## src/hw/bridge_consts.svh

```systemverilog
// constants for the inbound word assembly bridge
`ifndef BRIDGE_CONSTS_SVH
`define BRIDGE_CONSTS_SVH

// ****************************************************************
// device select codes (six select lines)
// ****************************************************************
`define SEL_LOAD_LOW      6'h38
`define SEL_LOAD_MID      6'h39
`define SEL_LOAD_TOP      6'h3a
`define SEL_WIDE_HOST     6'h12

// ****************************************************************
// buffer field boundaries (highest bit of each field)
// ****************************************************************
`define FIELD_A_TOP       11
`define FIELD_B_TOP       17
`define FIELD_C_TOP       23
`define FIELD_D_TOP       35

// ****************************************************************
// register byte offsets
// ****************************************************************
`define REG_STATUS        4'h0
`define REG_CHANNEL       4'h4
`define REG_DATA_LO       4'h8
`define REG_DATA_HI       4'hc

// ****************************************************************
// status field positions and reset values
// ****************************************************************
`define STAT_MODE_BIT     31
`define STAT_FULL_BIT     30
`define STAT_NOTIFY_BIT   29
`define CHAN_RESET        3'h0
`define BUF_RESET         36'h0

`endif

```

## src/hw/bridge_pkg.sv

```systemverilog
// shared types of the inbound word assembly bridge
package bridge_pkg;
   typedef logic [35:0] word_type;
   typedef logic [2:0]  chan_type;
   typedef logic [5:0]  sel_type;
endpackage : bridge_pkg

```

## src/hw/command_select_decoder.sv

```systemverilog
// command decoder: turns select lines and io pulses into strobes
`timescale 1ns/1ns
`include "bridge_consts.svh"
module command_select_decoder (
   // host mode
   input  wire logic              i_mode_18,
   // smaller host select and pulses
   input  wire bridge_pkg::sel_type i_select,
   input  wire logic              i_io9_qualifier,
   input  wire logic              i_io_pulse_first,
   input  wire logic              i_io_pulse_fourth,
   input  wire logic              i_subdevice_bit_zero,
   input  wire logic              i_subdevice_bit_one,
   // decoded strobes
   output logic                   o_clear,
   output logic                   o_strobe_a,
   output logic                   o_strobe_b,
   output logic                   o_strobe_c,
   output logic                   o_strobe_d,
   output logic                   o_flag_test
);

   // ****************************************************************
   // selection codes
   // ****************************************************************
   logic sel_low;
   logic sel_mid;
   logic sel_top;
   logic sel_wide;
   logic mid_pulse;

   // twelve-bit host: select lines alone pick the code
   assign sel_low  = !i_mode_18 && (i_select == `SEL_LOAD_LOW);
   assign sel_mid  = !i_mode_18 && (i_select == `SEL_LOAD_MID);
   assign sel_top  = !i_mode_18 && (i_select == `SEL_LOAD_TOP);
   // eighteen-bit host: select lines qualified by the io-9 line
   assign sel_wide = i_mode_18 && i_io9_qualifier && (i_select == `SEL_WIDE_HOST);

   // ****************************************************************
   // strobes
   // ****************************************************************
   assign mid_pulse = sel_mid && i_io_pulse_fourth;

   // clear: 70 with first pulse, or 22 with first pulse and both subdevice bits low
   assign o_clear = (sel_low && i_io_pulse_first)
                  || (sel_wide && i_io_pulse_first
                      && !i_subdevice_bit_zero && !i_subdevice_bit_one);
   assign o_strobe_a = (sel_low && i_io_pulse_fourth)
                     || (sel_wide && i_io_pulse_fourth && !i_subdevice_bit_one);
   // middle pulse splits into b and c; wide mode derives b from a
   assign o_strobe_b = mid_pulse
                     || (sel_wide && i_io_pulse_fourth && !i_subdevice_bit_one);
   assign o_strobe_c = mid_pulse
                     || (sel_wide && i_io_pulse_fourth && i_subdevice_bit_one);
   assign o_strobe_d = (sel_top && i_io_pulse_fourth)
                     || (sel_wide && i_io_pulse_fourth && i_subdevice_bit_one);
   // flag test: 71 with first pulse, or 22 with first pulse, subdevice one high and subdevice zero low
   assign o_flag_test = (sel_mid && i_io_pulse_first)
                      || (sel_wide && i_io_pulse_first
                          && i_subdevice_bit_one && !i_subdevice_bit_zero);

endmodule : command_select_decoder

```

## src/hw/inbound_word_assembly_bridge.sv

```systemverilog
// inbound word assembly bridge: smaller host loads, wide host reads
//
// Summary of operation
// - in 12-bit mode, command 701 starts a transfer by emptying the buffer
// - select 70 with first pulse clears all 36 bits and the notify flag
// - command 704: host drives 12 lines, fourth pulse loads bits 00-11
// - command 714: select 71 fourth pulse splits into strobes for 12-17, 18-23
// - command 724 loads bits 24-35 and sets the full flag
// - while full, decode the channel number and raise that wide interrupt line
// - status read returns bit 30 high whenever the buffer holds data; here bit 30 is the full flag, set only by the top load
// - data read returns all 36 bits, clears full, sets notify; here the low read gives bits 00-31 and the high read the 32-35 snapshot
// - while notify is set, interrupt the smaller host
// - in 12-bit mode, flag test 711 yields a skip request
// - in 12-bit mode, selection comes from the six select lines
// - 18-bit command 2201 clears the buffer and the notify flag
// - 18-bit 2204 with subdevice one low loads bits 00-11 and 12-17
// - 18-bit routing: lines 00-11 to 00-11, 18-29; upper six to 12-17, 30-35
// - 18-bit 2224 with subdevice one high loads 18-35 and sets full
// - in 18-bit mode, flag test 2221 yields a skip request
// - in 18-bit mode, select 22 needs the io-9 qualifier line
// - reset clears the channel register; power off holds flags cleared
//
// Our own choices: the Avalon-MM register port and the address map.
`timescale 1ns/1ns
`include "bridge_consts.svh"
module inbound_word_assembly_bridge (
   // clock and reset
   input  wire logic        i_clk,
   input  wire logic        i_rst,
   // configuration and power
   input  wire logic        i_mode_18,
   input  wire logic        i_control_off,
   // smaller host io bus
   input  wire logic [5:0]  i_memory_buffer_select_lines,
   input  wire logic        i_io9_qualifier,
   input  wire logic        i_io_pulse_first,
   input  wire logic        i_io_pulse_fourth,
   input  wire logic        i_subdevice_bit_zero,
   input  wire logic        i_subdevice_bit_one,
   input  wire logic [17:0] i_io_bus_lines,
   output logic             o_interrupt_request_line,
   output logic             o_skip_request_line,
   // avalon-mm slave (wide host)
   input  wire logic [3:0]  i_address,
   input  wire logic        i_read,
   input  wire logic        i_write,
   input  wire logic [31:0] i_writedata,
   input  wire logic [3:0]  i_byteenable,
   output logic [31:0]      o_readdata,
   output logic             o_waitrequest,
   // wide host interrupt lines, one per channel
   output logic [7:0]       o_wide_interrupt_request
);

   // ****************************************************************
   // declarations
   // ****************************************************************
   bridge_pkg::word_type buf_r;
   bridge_pkg::word_type route;
   bridge_pkg::chan_type chan_r;
   logic                 full_r;
   logic                 notify_r;
   logic [3:0]           hi_snap_r;
   logic [7:0]           pi_req_r;
   logic [31:0]          readdata_r;
   logic                 resp_r;
   logic                 clear;
   logic                 strobe_a;
   logic                 strobe_b;
   logic                 strobe_c;
   logic                 strobe_d;
   logic                 flag_test;
   logic                 accept;
   logic                 data_read;
   logic [3:0]           field_en;

   // ****************************************************************
   // command decode
   // ****************************************************************
   command_select_decoder u_decoder (
      .i_mode_18            (i_mode_18),
      .i_select             (i_memory_buffer_select_lines),
      .i_io9_qualifier      (i_io9_qualifier),
      .i_io_pulse_first     (i_io_pulse_first),
      .i_io_pulse_fourth    (i_io_pulse_fourth),
      .i_subdevice_bit_zero (i_subdevice_bit_zero),
      .i_subdevice_bit_one  (i_subdevice_bit_one),
      .o_clear              (clear),
      .o_strobe_a           (strobe_a),
      .o_strobe_b           (strobe_b),
      .o_strobe_c           (strobe_c),
      .o_strobe_d           (strobe_d),
      .o_flag_test          (flag_test)
   );

   // ****************************************************************
   // input routing and buffer
   // ****************************************************************
   // mode picks how the data lines fan out over the four fields
   always_comb begin
      if (i_mode_18) begin
         route = {i_io_bus_lines[17:12], i_io_bus_lines[11:0],
                  i_io_bus_lines[17:12], i_io_bus_lines[11:0]};
      end else begin
         route = {i_io_bus_lines[11:0], i_io_bus_lines[11:0],
                  i_io_bus_lines[11:0]};
      end
   end

   assign field_en = {strobe_d, strobe_c, strobe_b, strobe_a};

   // each bit clears on the clear pulse and loads from its field strobe
   generate
      for (genvar i = 0; i <= `FIELD_D_TOP; i++) begin : g_bit
         localparam int FIELD = (i <= `FIELD_A_TOP) ? 0 :
                                (i <= `FIELD_B_TOP) ? 1 :
                                (i <= `FIELD_C_TOP) ? 2 : 3;
         always_ff @(posedge i_clk or posedge i_rst) begin
            if (i_rst) begin
               buf_r[i] <= 1'b0;
            end else if (field_en[FIELD]) begin
               buf_r[i] <= route[i];
            end else if (clear) begin
               buf_r[i] <= 1'b0;
            end
         end
      end
   endgenerate

   // ****************************************************************
   // bus slave: one wait state on every access
   // ****************************************************************
   assign o_waitrequest = (i_read || i_write) && !resp_r;
   assign accept        = (i_read || i_write) && resp_r;
   assign data_read     = accept && i_read && (i_address == `REG_DATA_LO);
   assign o_readdata    = readdata_r;

   // response phase flag
   always_ff @(posedge i_clk or posedge i_rst) begin
      if (i_rst) begin
         resp_r <= 1'b0;
      end else begin
         resp_r <= (i_read || i_write) && !resp_r;
      end
   end

   // read data prepared in the wait cycle, held through the accept edge
   always_ff @(posedge i_clk or posedge i_rst) begin
      if (i_rst) begin
         readdata_r <= 32'h0;
      end else if (i_read && !resp_r) begin
         unique case (i_address)
            `REG_STATUS: begin
               readdata_r <= 32'h0;
               readdata_r[`STAT_MODE_BIT]   <= i_mode_18;
               readdata_r[`STAT_FULL_BIT]   <= full_r;
               readdata_r[`STAT_NOTIFY_BIT] <= notify_r;
               readdata_r[2:0]              <= chan_r;
            end
            `REG_CHANNEL: readdata_r <= {29'h0, chan_r};
            `REG_DATA_LO: readdata_r <= buf_r[31:0];
            `REG_DATA_HI: readdata_r <= {28'h0, hi_snap_r};
            default:      readdata_r <= 32'h0;
         endcase
      end
   end

   // upper four bits captured when the low word is taken
   always_ff @(posedge i_clk or posedge i_rst) begin
      if (i_rst) begin
         hi_snap_r <= 4'h0;
      end else if (data_read) begin
         hi_snap_r <= buf_r[35:32];
      end
   end

   // channel register, cleared by reset and while power is off
   always_ff @(posedge i_clk or posedge i_rst) begin
      if (i_rst) begin
         chan_r <= `CHAN_RESET;
      end else if (i_control_off) begin
         chan_r <= `CHAN_RESET;
      end else if (accept && i_write && i_address == `REG_CHANNEL && i_byteenable[0]) begin
         chan_r <= i_writedata[2:0];
      end
   end

   // ****************************************************************
   // handshake flags
   // ****************************************************************
   // full: set by top load, cleared by data read; set wins
   always_ff @(posedge i_clk or posedge i_rst) begin
      if (i_rst) begin
         full_r <= 1'b0;
      end else if (i_control_off) begin
         full_r <= 1'b0;
      end else if (strobe_d) begin
         full_r <= 1'b1;
      end else if (data_read) begin
         full_r <= 1'b0;
      end
   end

   // notify: set by data read, cleared by clear pulse; set wins
   always_ff @(posedge i_clk or posedge i_rst) begin
      if (i_rst) begin
         notify_r <= 1'b0;
      end else if (i_control_off) begin
         notify_r <= 1'b0;
      end else if (data_read) begin
         notify_r <= 1'b1;
      end else if (clear) begin
         notify_r <= 1'b0;
      end
   end

   // ****************************************************************
   // interrupts and skip
   // ****************************************************************
   // channel decode; channel zero disables the request
   always_ff @(posedge i_clk or posedge i_rst) begin
      if (i_rst) begin
         pi_req_r <= 8'h0;
      end else begin
         pi_req_r <= (full_r && chan_r != 3'h0) ? (8'h1 << chan_r) : 8'h0;
      end
   end

   assign o_wide_interrupt_request = pi_req_r;
   assign o_interrupt_request_line = notify_r;
   assign o_skip_request_line      = flag_test && notify_r;
endmodule : inbound_word_assembly_bridge

```

## config.mk

```make
export PLATFORM = sky130hd
export DESIGN_NAME = inbound_word_assembly_bridge
export DESIGN_NICKNAME = d
export VERILOG_FILES = /design/src/hw/bridge_pkg.sv /design/src/hw/command_select_decoder.sv /design/src/hw/inbound_word_assembly_bridge.sv
export VERILOG_INCLUDE_DIRS = /design/src /design/src/hw
export SDC_FILE = /design/constraint.sdc
export NUM_CORES = 1
export LEC_CHECK = 0
export ABC_AREA = 1
export BUFFER_PORTS_ARGS = -buffer_cell sky130_fd_sc_hd__buf_4
export CAP_MARGIN = 20
export CORE_MARGIN = 3
export CORE_UTILIZATION = 25
export CTS_CLUSTER_SIZE = 20
export DETAILED_ROUTE_END_ITERATION = 7
export MAX_ROUTING_LAYER = met4
export PLACE_DENSITY = 0.49
export SLEW_MARGIN = 20
export SYNTH_ARGS = -nofsm -noshare
export SYNTH_HDL_FRONTEND = slang
export SYNTH_HIERARCHICAL = 1
export SYNTH_SLANG_ARGS = --single-unit
```

## constraint.sdc

```tcl
create_clock -name i_clk -period 6.5 [get_ports i_clk]
set_input_delay 1.3 -clock i_clk [delete_from_list [all_inputs] [get_ports i_clk]]
set_output_delay 1.3 -clock i_clk [all_outputs]
set_load 0.05 [all_outputs]
```

==> flow_metrics.tcl, run 1 <==
set metrics [dict create \
    rrSetupSlack_ns 4.62 \
    dp_hpwl_um 7713 \
    synthAdderAreaFrac_pct 0 \
    core.rowCount 45 \
    register_area_um2 2152 \
    holdBufCountCts 0 \
    tritoncts "yes" \
    syn_inst 478 \
    outcome "completed" \
    leakagePower_nw 2.576 \
    nets 633 \
    avgRoutedWirePerCell_um 13.16 \
    drive_gt1_share_pct 21.39 \
    hold-path-cell-count 2 \
    io_buffers 85 \
    synth_nets 553 \
    setup_viol 0 \
    fillerInstances 1614 \
    cts_root_buf "clkbuf_16" \
    place_area_um2 4720 \
    end_kind "output pin" \
    yosysWarnings 6 \
    grt_usage_pct 12.66 \
    muxShareOfSynthArea_pct 0 \
    ios 118 \
    fin_crit_ns 3.636 \
    gp_congestion 0.8190 \
    path_common_cell "nand2_1" \
    route.detailed.drc 0 \
    antenna_cells 0 \
    syn_area_um2 3918 \
    path_cells "buf_4, nand2_1, nor2_2, nand4_1, nand2_1, nand2_1, inv_1, buf_4" \
    antenna_found_initial 0 \
    cts_inserted_buffers 9 \
    clock_sinks 86 \
    reg2reg_from "resp_r" \
    cts_resized 0 \
    die_w_um 131.2 \
    cap_viol_max_count 0 \
    powerDensity_nw_per_um2 273.5 \
    period_share_pct 55.94 \
    min_path_type "flip-flop to flip-flop" \
    tns_ns 0 \
    yosys.area_share.xor_xnor_pct 0 \
    grt_pass1_vias 3459 \
    syn2layout_area_growth_pct 28.78 \
    synth_area_leader_cell "dfrtp_1" \
    clockBufferDepth 2 \
    min-delay-start "o_readdata[29]" \
    synth_top_family_by_area "simple AND/OR/NAND/NOR gates" \
    crit_fanout 30 \
    reg2regPathDepth 5 \
    synthTopCellsByArea "dfrtp_1, nand2_1, o21ai_0, nand3_1, inv_1" \
    insertion_delay_ns 0.34 \
    die_y_um 131.2 \
    cp_slowest_cell "buf_4" \
    grt_start_max_net_pins 87 \
    fin_skew_ns 0.005377 \
    vias 3351 \
    vias_per_cell 4.341 \
    cp-start-kind "primary input" \
    synth-simple-area-share_pct 27.24 \
    grt_overflow 0 \
    rsz0062_at_grt "false" \
    worst_slew_pin_slew_ns 0.7759 \
    finalWirelength_um 10160 \
    first_pass_iters 4 \
    relSlewSlack_pct 48.28 \
    reg2reg_to "o_readdata[2]" \
    slew_violations 0 \
    cts_setup_buffers 0 \
    grt_pass1_wl_um 17130 \
    fmaxAchievable_mhz 275.0 \
    start_util_pct 25.67 \
    stdcell_area_um2 5045 \
    path_clk_slew_ns 0.06 \
    synth_cell_types 24 \
    cpPeakStageDelay_ns 0.26 \
    peakVddDrop_uv 120.9 \
    cp.arrival_ns 2.34 \
    min_to "o_readdata[29]" \
    synth-compound-area-share_pct 10.06 \
    yosysTopAreaCellShare_pct 54.93 \
    drt_iter0_markers 258 \
    multiInputGateArea_um2 1465 \
    ant_nets 0 \
    synth-seq-cells 86 \
    syn_avg_cell_area_um2 8.196 \
    dieArea_um2 17210 \
    cp_data_required_time_ns 5.20 \
    path_class "primary input to output pin" \
    ys_seq_area_share_pct 54.93 \
    h-tree-depth 3 \
    hold_violations 0 \
    coreArea_um2 15260 \
]
cell usage after synthesis:
| master | n |
|---|---|
| dfrtp_1 | 86 |
| inv_2 | 5 |
| clkbuf_1 | 2 |
| nor2_1 | 15 |
| buf_4 | 1 |
| buf_2 | 9 |
| conb_1 | 1 |
| nor2_2 | 4 |
| or2_2 | 4 |
| buf_1 | 1 |
| nand2_1 | 169 |
| nor2_4 | 2 |
| buf_6 | 4 |
| nor2_8 | 1 |
| nand3_1 | 37 |
| nand4_4 | 1 |
| o21ai_0 | 53 |
| a21oi_1 | 1 |
| nand2_4 | 1 |
| o21ai_1 | 23 |
| nor3_1 | 2 |
| nand4_1 | 9 |
| inv_1 | 46 |
| o21ai_2 | 1 |
cell type report:
type	count	share of cell area (%)
Clock buffer	11	5.010
Multi-Input combinational cell	324	29.04
Timing Repair Buffer	86	12.87
Sequential cell	86	42.66
Tap cell	211	5.233
Clock inverter	3	1.364
Inverter	51	3.819
how the worst max path moves through the flow:
| stage | startpoint | to | slack, ns | cells after the start |
|---|---|---|---|---|
| floorplan | i_rst | buf_r[0] | 2.98 | 1 |
| global placement | i_mode_18 | o_skip_request_line | 2.87 | 8 |
| detailed placement | i_mode_18 | o_skip_request_line | 2.87 | 8 |
| CTS | i_mode_18 | o_skip_request_line | 2.86 | 8 |
| global route | i_mode_18 | o_skip_request_line | 2.67 | 8 |
| finish | i_mode_18 | o_skip_request_line | 2.86 | 8 |
report_power, final:
part,internal [mW],switching (mW),leakage [nW]
Combinational,0.0666,0.124,1.31
Sequential,0.598,0.0347,1.11
Clock,0.354,0.202,0.158
Total,1.02,0.361,2.58
stage by stage:
stage | instances | hold WS, ns | power [mW] | setup WS, ns | util [%]
5_1_grt | 772 | 0.4984 | 1.449 | 2.672 | 33.06
4_1_cts | 772 | 0.4872 | 1.400 | 2.859 | 33.04
6_report | 772 | 0.4806 | 1.380 | 2.864 | 33.06
2_1_floorplan | 478 | 0.4537 | 0.7642 | 2.978 | -
3_5_place_dp | 758 | 0.4717 | 0.8368 | 2.866 | 30.93
3_3_place_gp | 758 | 0.4743 | 0.8337 | 2.873 | 30.93
cells in the final DEF (no fill, tap or decap), types with 2 or more instances in the layout:
cell / synthesis / layout
buf_4: 1 / 85
bufinv_16: 0 / 2
clkbuf_16: 0 / 9
clkbuf_8: 0 / 2
dfrtp_1: 86 / 86
inv_1: 46 / 45
inv_2: 5 / 5
nand2_1: 169 / 169
nand3_1: 37 / 37
nand4_1: 9 / 9
nor2_1: 15 / 15
nor2_2: 4 / 4
nor2_4: 2 / 2
nor3_1: 2 / 2
o21ai_0: 53 / 53
o21ai_1: 23 / 23
or2_2: 4 / 4
flip-flops by register name, summed over array words and instances (netlist names):
| name | cells |
|---|---|
| o_wide_interrupt_request | 8 |
| resp_r | 1 |
| buf_r | 36 |
| full_r | 1 |
| hi_snap_r | 4 |
| o_interrupt_request_line | 1 |
| o_readdata | 32 |
| chan_r | 3 |
per-layer routing:
layer / routed length, µm / vias to the layer above / global-route usage [%]
li1: - / 1686 / -
met1: 4629 / 1573 / 15.69
met2: 4776 / 77 / 19.87
met3: 494 / 15 / 2.871
met4: 261 / 0 / 5.659
met5: 0 / - / -
critical path: cells and delay by family:
kind	cells	cell delay (ns)
buf+inv	3	0.51
simple gates	5	0.52
kinds of logic (layout without fill, tap and decap cells):
kind of cell | Yosys count | in the layout
AOI/OAI and AO/OA | 78 | 78
buffers and inverters | 68 | 151
DFF | 86 | 86
other | 1 | 1
and+or+nand+nor | 245 | 245
Note: power is estimated with default switching activity, not from simulation.
==> run 2, diff against run 1 <==
PLACE_DENSITY = 0.5   (was 0.49)
clock period = 3 ns   (was 6.5 ns; I/O delays follow)
==> flow_metrics.tcl, run 2 (synthesis results as in run 1) <==
set metrics [dict create \
    outcome "completed" \
    ant_nets 0 \
    cp-start-kind "primary input" \
    regMostFlops "buf_r" \
    cap_viol_max_count 0 \
    grt_pass1_wl_um 17020 \
    cp.arrival_ns 1.65 \
    cp-endpoint "o_skip_request_line" \
    stdcell_area_um2 5096 \
    clock_sinks 86 \
    antenna_cells 0 \
    cts_inserted_buffers 9 \
    pwr-share-comb_pct 13.6 \
    holdBufCountCts 0 \
    reg2reg_from "resp_r" \
    die_w_um 131.2 \
    setup_viol 0 \
    fin_crit_ns 2.255 \
    place_area_um2 4747 \
    drive_gt1_share_pct 21.77 \
    start_util_pct 25.67 \
    grt_start_max_net_pins 87 \
    cts_root_buf "clkbuf_16" \
    rsz0062_at_grt "false" \
    mostFrequentLayoutCells "nand2_1, buf_4, dfrtp_1, o21ai_0, inv_1" \
    seq_power_share_pct 44.7 \
    core.rowCount 45 \
    coreArea_um2 15260 \
    worst_slew_pin_slew_ns 0.5184 \
    fin_skew_ns 0.005616 \
    die_y_um 131.2 \
    gp_congestion 0.8053 \
    relSlewSlack_pct 65.39 \
    cts_resized 0 \
    end_kind "output pin" \
    peakVddDrop_uv 284.9 \
    rrSetupSlack_ns 1.37 \
    path_class "primary input to output pin" \
    finalWirelength_um 10190 \
    syn2layout_area_growth_pct 30.09 \
    nets 635 \
    vias 3362 \
    layout_commonest_cell "nand2_1" \
    io_buffers 85 \
    dp_hpwl_um 7729 \
    slew_violations 0 \
    avgRoutedWirePerCell_um 13.14 \
    h-tree-depth 3 \
    min_path_type "primary input to asynchronous set/reset pin" \
    reg2regPathDepth 6 \
    cp_data_required_time_ns 2.40 \
    vias_per_cell 4.332 \
    reg2reg_to "o_readdata[2]" \
    grt_overflow 0 \
    route.detailed.drc 0 \
    drt_iter0_markers 192 \
    grt_usage_pct 12.48 \
    powerDensity_nw_per_um2 602.7 \
    grt_pass1_vias 3370 \
    power.switching_mw 0.7904 \
    first_pass_iters 4 \
    grt_busiest_layer "met2" \
    p_int_mw 2.281 \
    antenna_found_initial 0 \
    tritoncts "yes" \
    path_clk_slew_ns 0.06 \
    insertion_delay_ns 0.33 \
    period_share_pct 75.15 \
    clkPwrFrac_pct 41.7 \
    tns_ns 0 \
    fmaxAchievable_mhz 443.5 \
    fillerInstances 1587 \
    switching_share_pct 25.73 \
    cp-startpoint "i_mode_18" \
    dieArea_um2 17210 \
    crit_fanout 30 \
    use_met1_pct 15.69 \
    grt_use_met2_pct 19.96 \
    leakagePower_nw 2.598 \
    hold_violations 0 \
    largest_reg_flops 36 \
    met3_usage_pct 2.182 \
    ios 118 \
    cts_setup_buffers 0 \
    clockBufferDepth 2 \
]
[run 2: cell count changes in the layout (fill, tap and decap cells not counted), sizes merged]
cell / change
clkinvlp: +1
buf: +2
bufinv: +1
[run 2: worst min path at each step]
stage,to,cells after the start
2_1_floorplan,hi_snap_r[0],2
3_3_place_gp,o_readdata[29],2
3_5_place_dp,o_readdata[2],2
4_1_cts,o_readdata[0],3
5_1_grt,o_wide_interrupt_request[0],3
6_report,o_wide_interrupt_request[0],3
[run 2: metal layers]
metal	share of wire, %	up-vias
li1	-	1686
met1	46	1584
met2	48	75
met3	3.7	17
met4	2.1	0
met5	0	-
[run 2: critical path, cell delays in order]
cell and delay [ns]:
buf_4 0.27, nand2_1 0.11, nor2_2 0.20, nand4_1 0.11, nand2_1 0.07, nand2_1 0.05, inv_1 0.05, buf_4 0.18
[run 2: power by group through the flow]
stage | registers, mW | clock network, mW | logic (mW)
floorplan | 1.44 | 0 | 0.219
global placement | 1.39 | 0 | 0.417
detailed placement | 1.39 | 0 | 0.423
CTS | 1.37 | 1.31 | 0.426
global route | 1.39 | 1.36 | 0.474
finish | 1.37 | 1.28 | 0.418
[run 2: area by class of cell]
class / count / area, µm² / area share (%)
clock inverter: 5 / 106.4 / 2.087
timing repair buffer: 88 / 673.1 / 13.21
sequential: 86 / 2152 / 42.23
tap: 211 / 264.0 / 5.180
multi-input combinational: 324 / 1465 / 28.75
clock buffer: 11 / 242.7 / 4.763
inverter: 51 / 192.7 / 3.781
[run 2: per-stage QoR]
stage / setup WS, ns / hold slack (ns) / power (mW) / std cells / utilization [%]
4_1_cts: 0.7540 / 0.3811 / 3.114 / 776 / 33.40
2_1_floorplan: 0.1782 / 0.4537 / 1.656 / 478 / -
3_5_place_dp: 0.7162 / 0.4733 / 1.817 / 760 / 31.11
5_1_grt: 0.6310 / 0.3942 / 3.222 / 776 / 33.40
6_report: 0.7454 / 0.3581 / 3.072 / 776 / 33.40
3_3_place_gp: 0.7452 / 0.4732 / 1.811 / 760 / 31.11
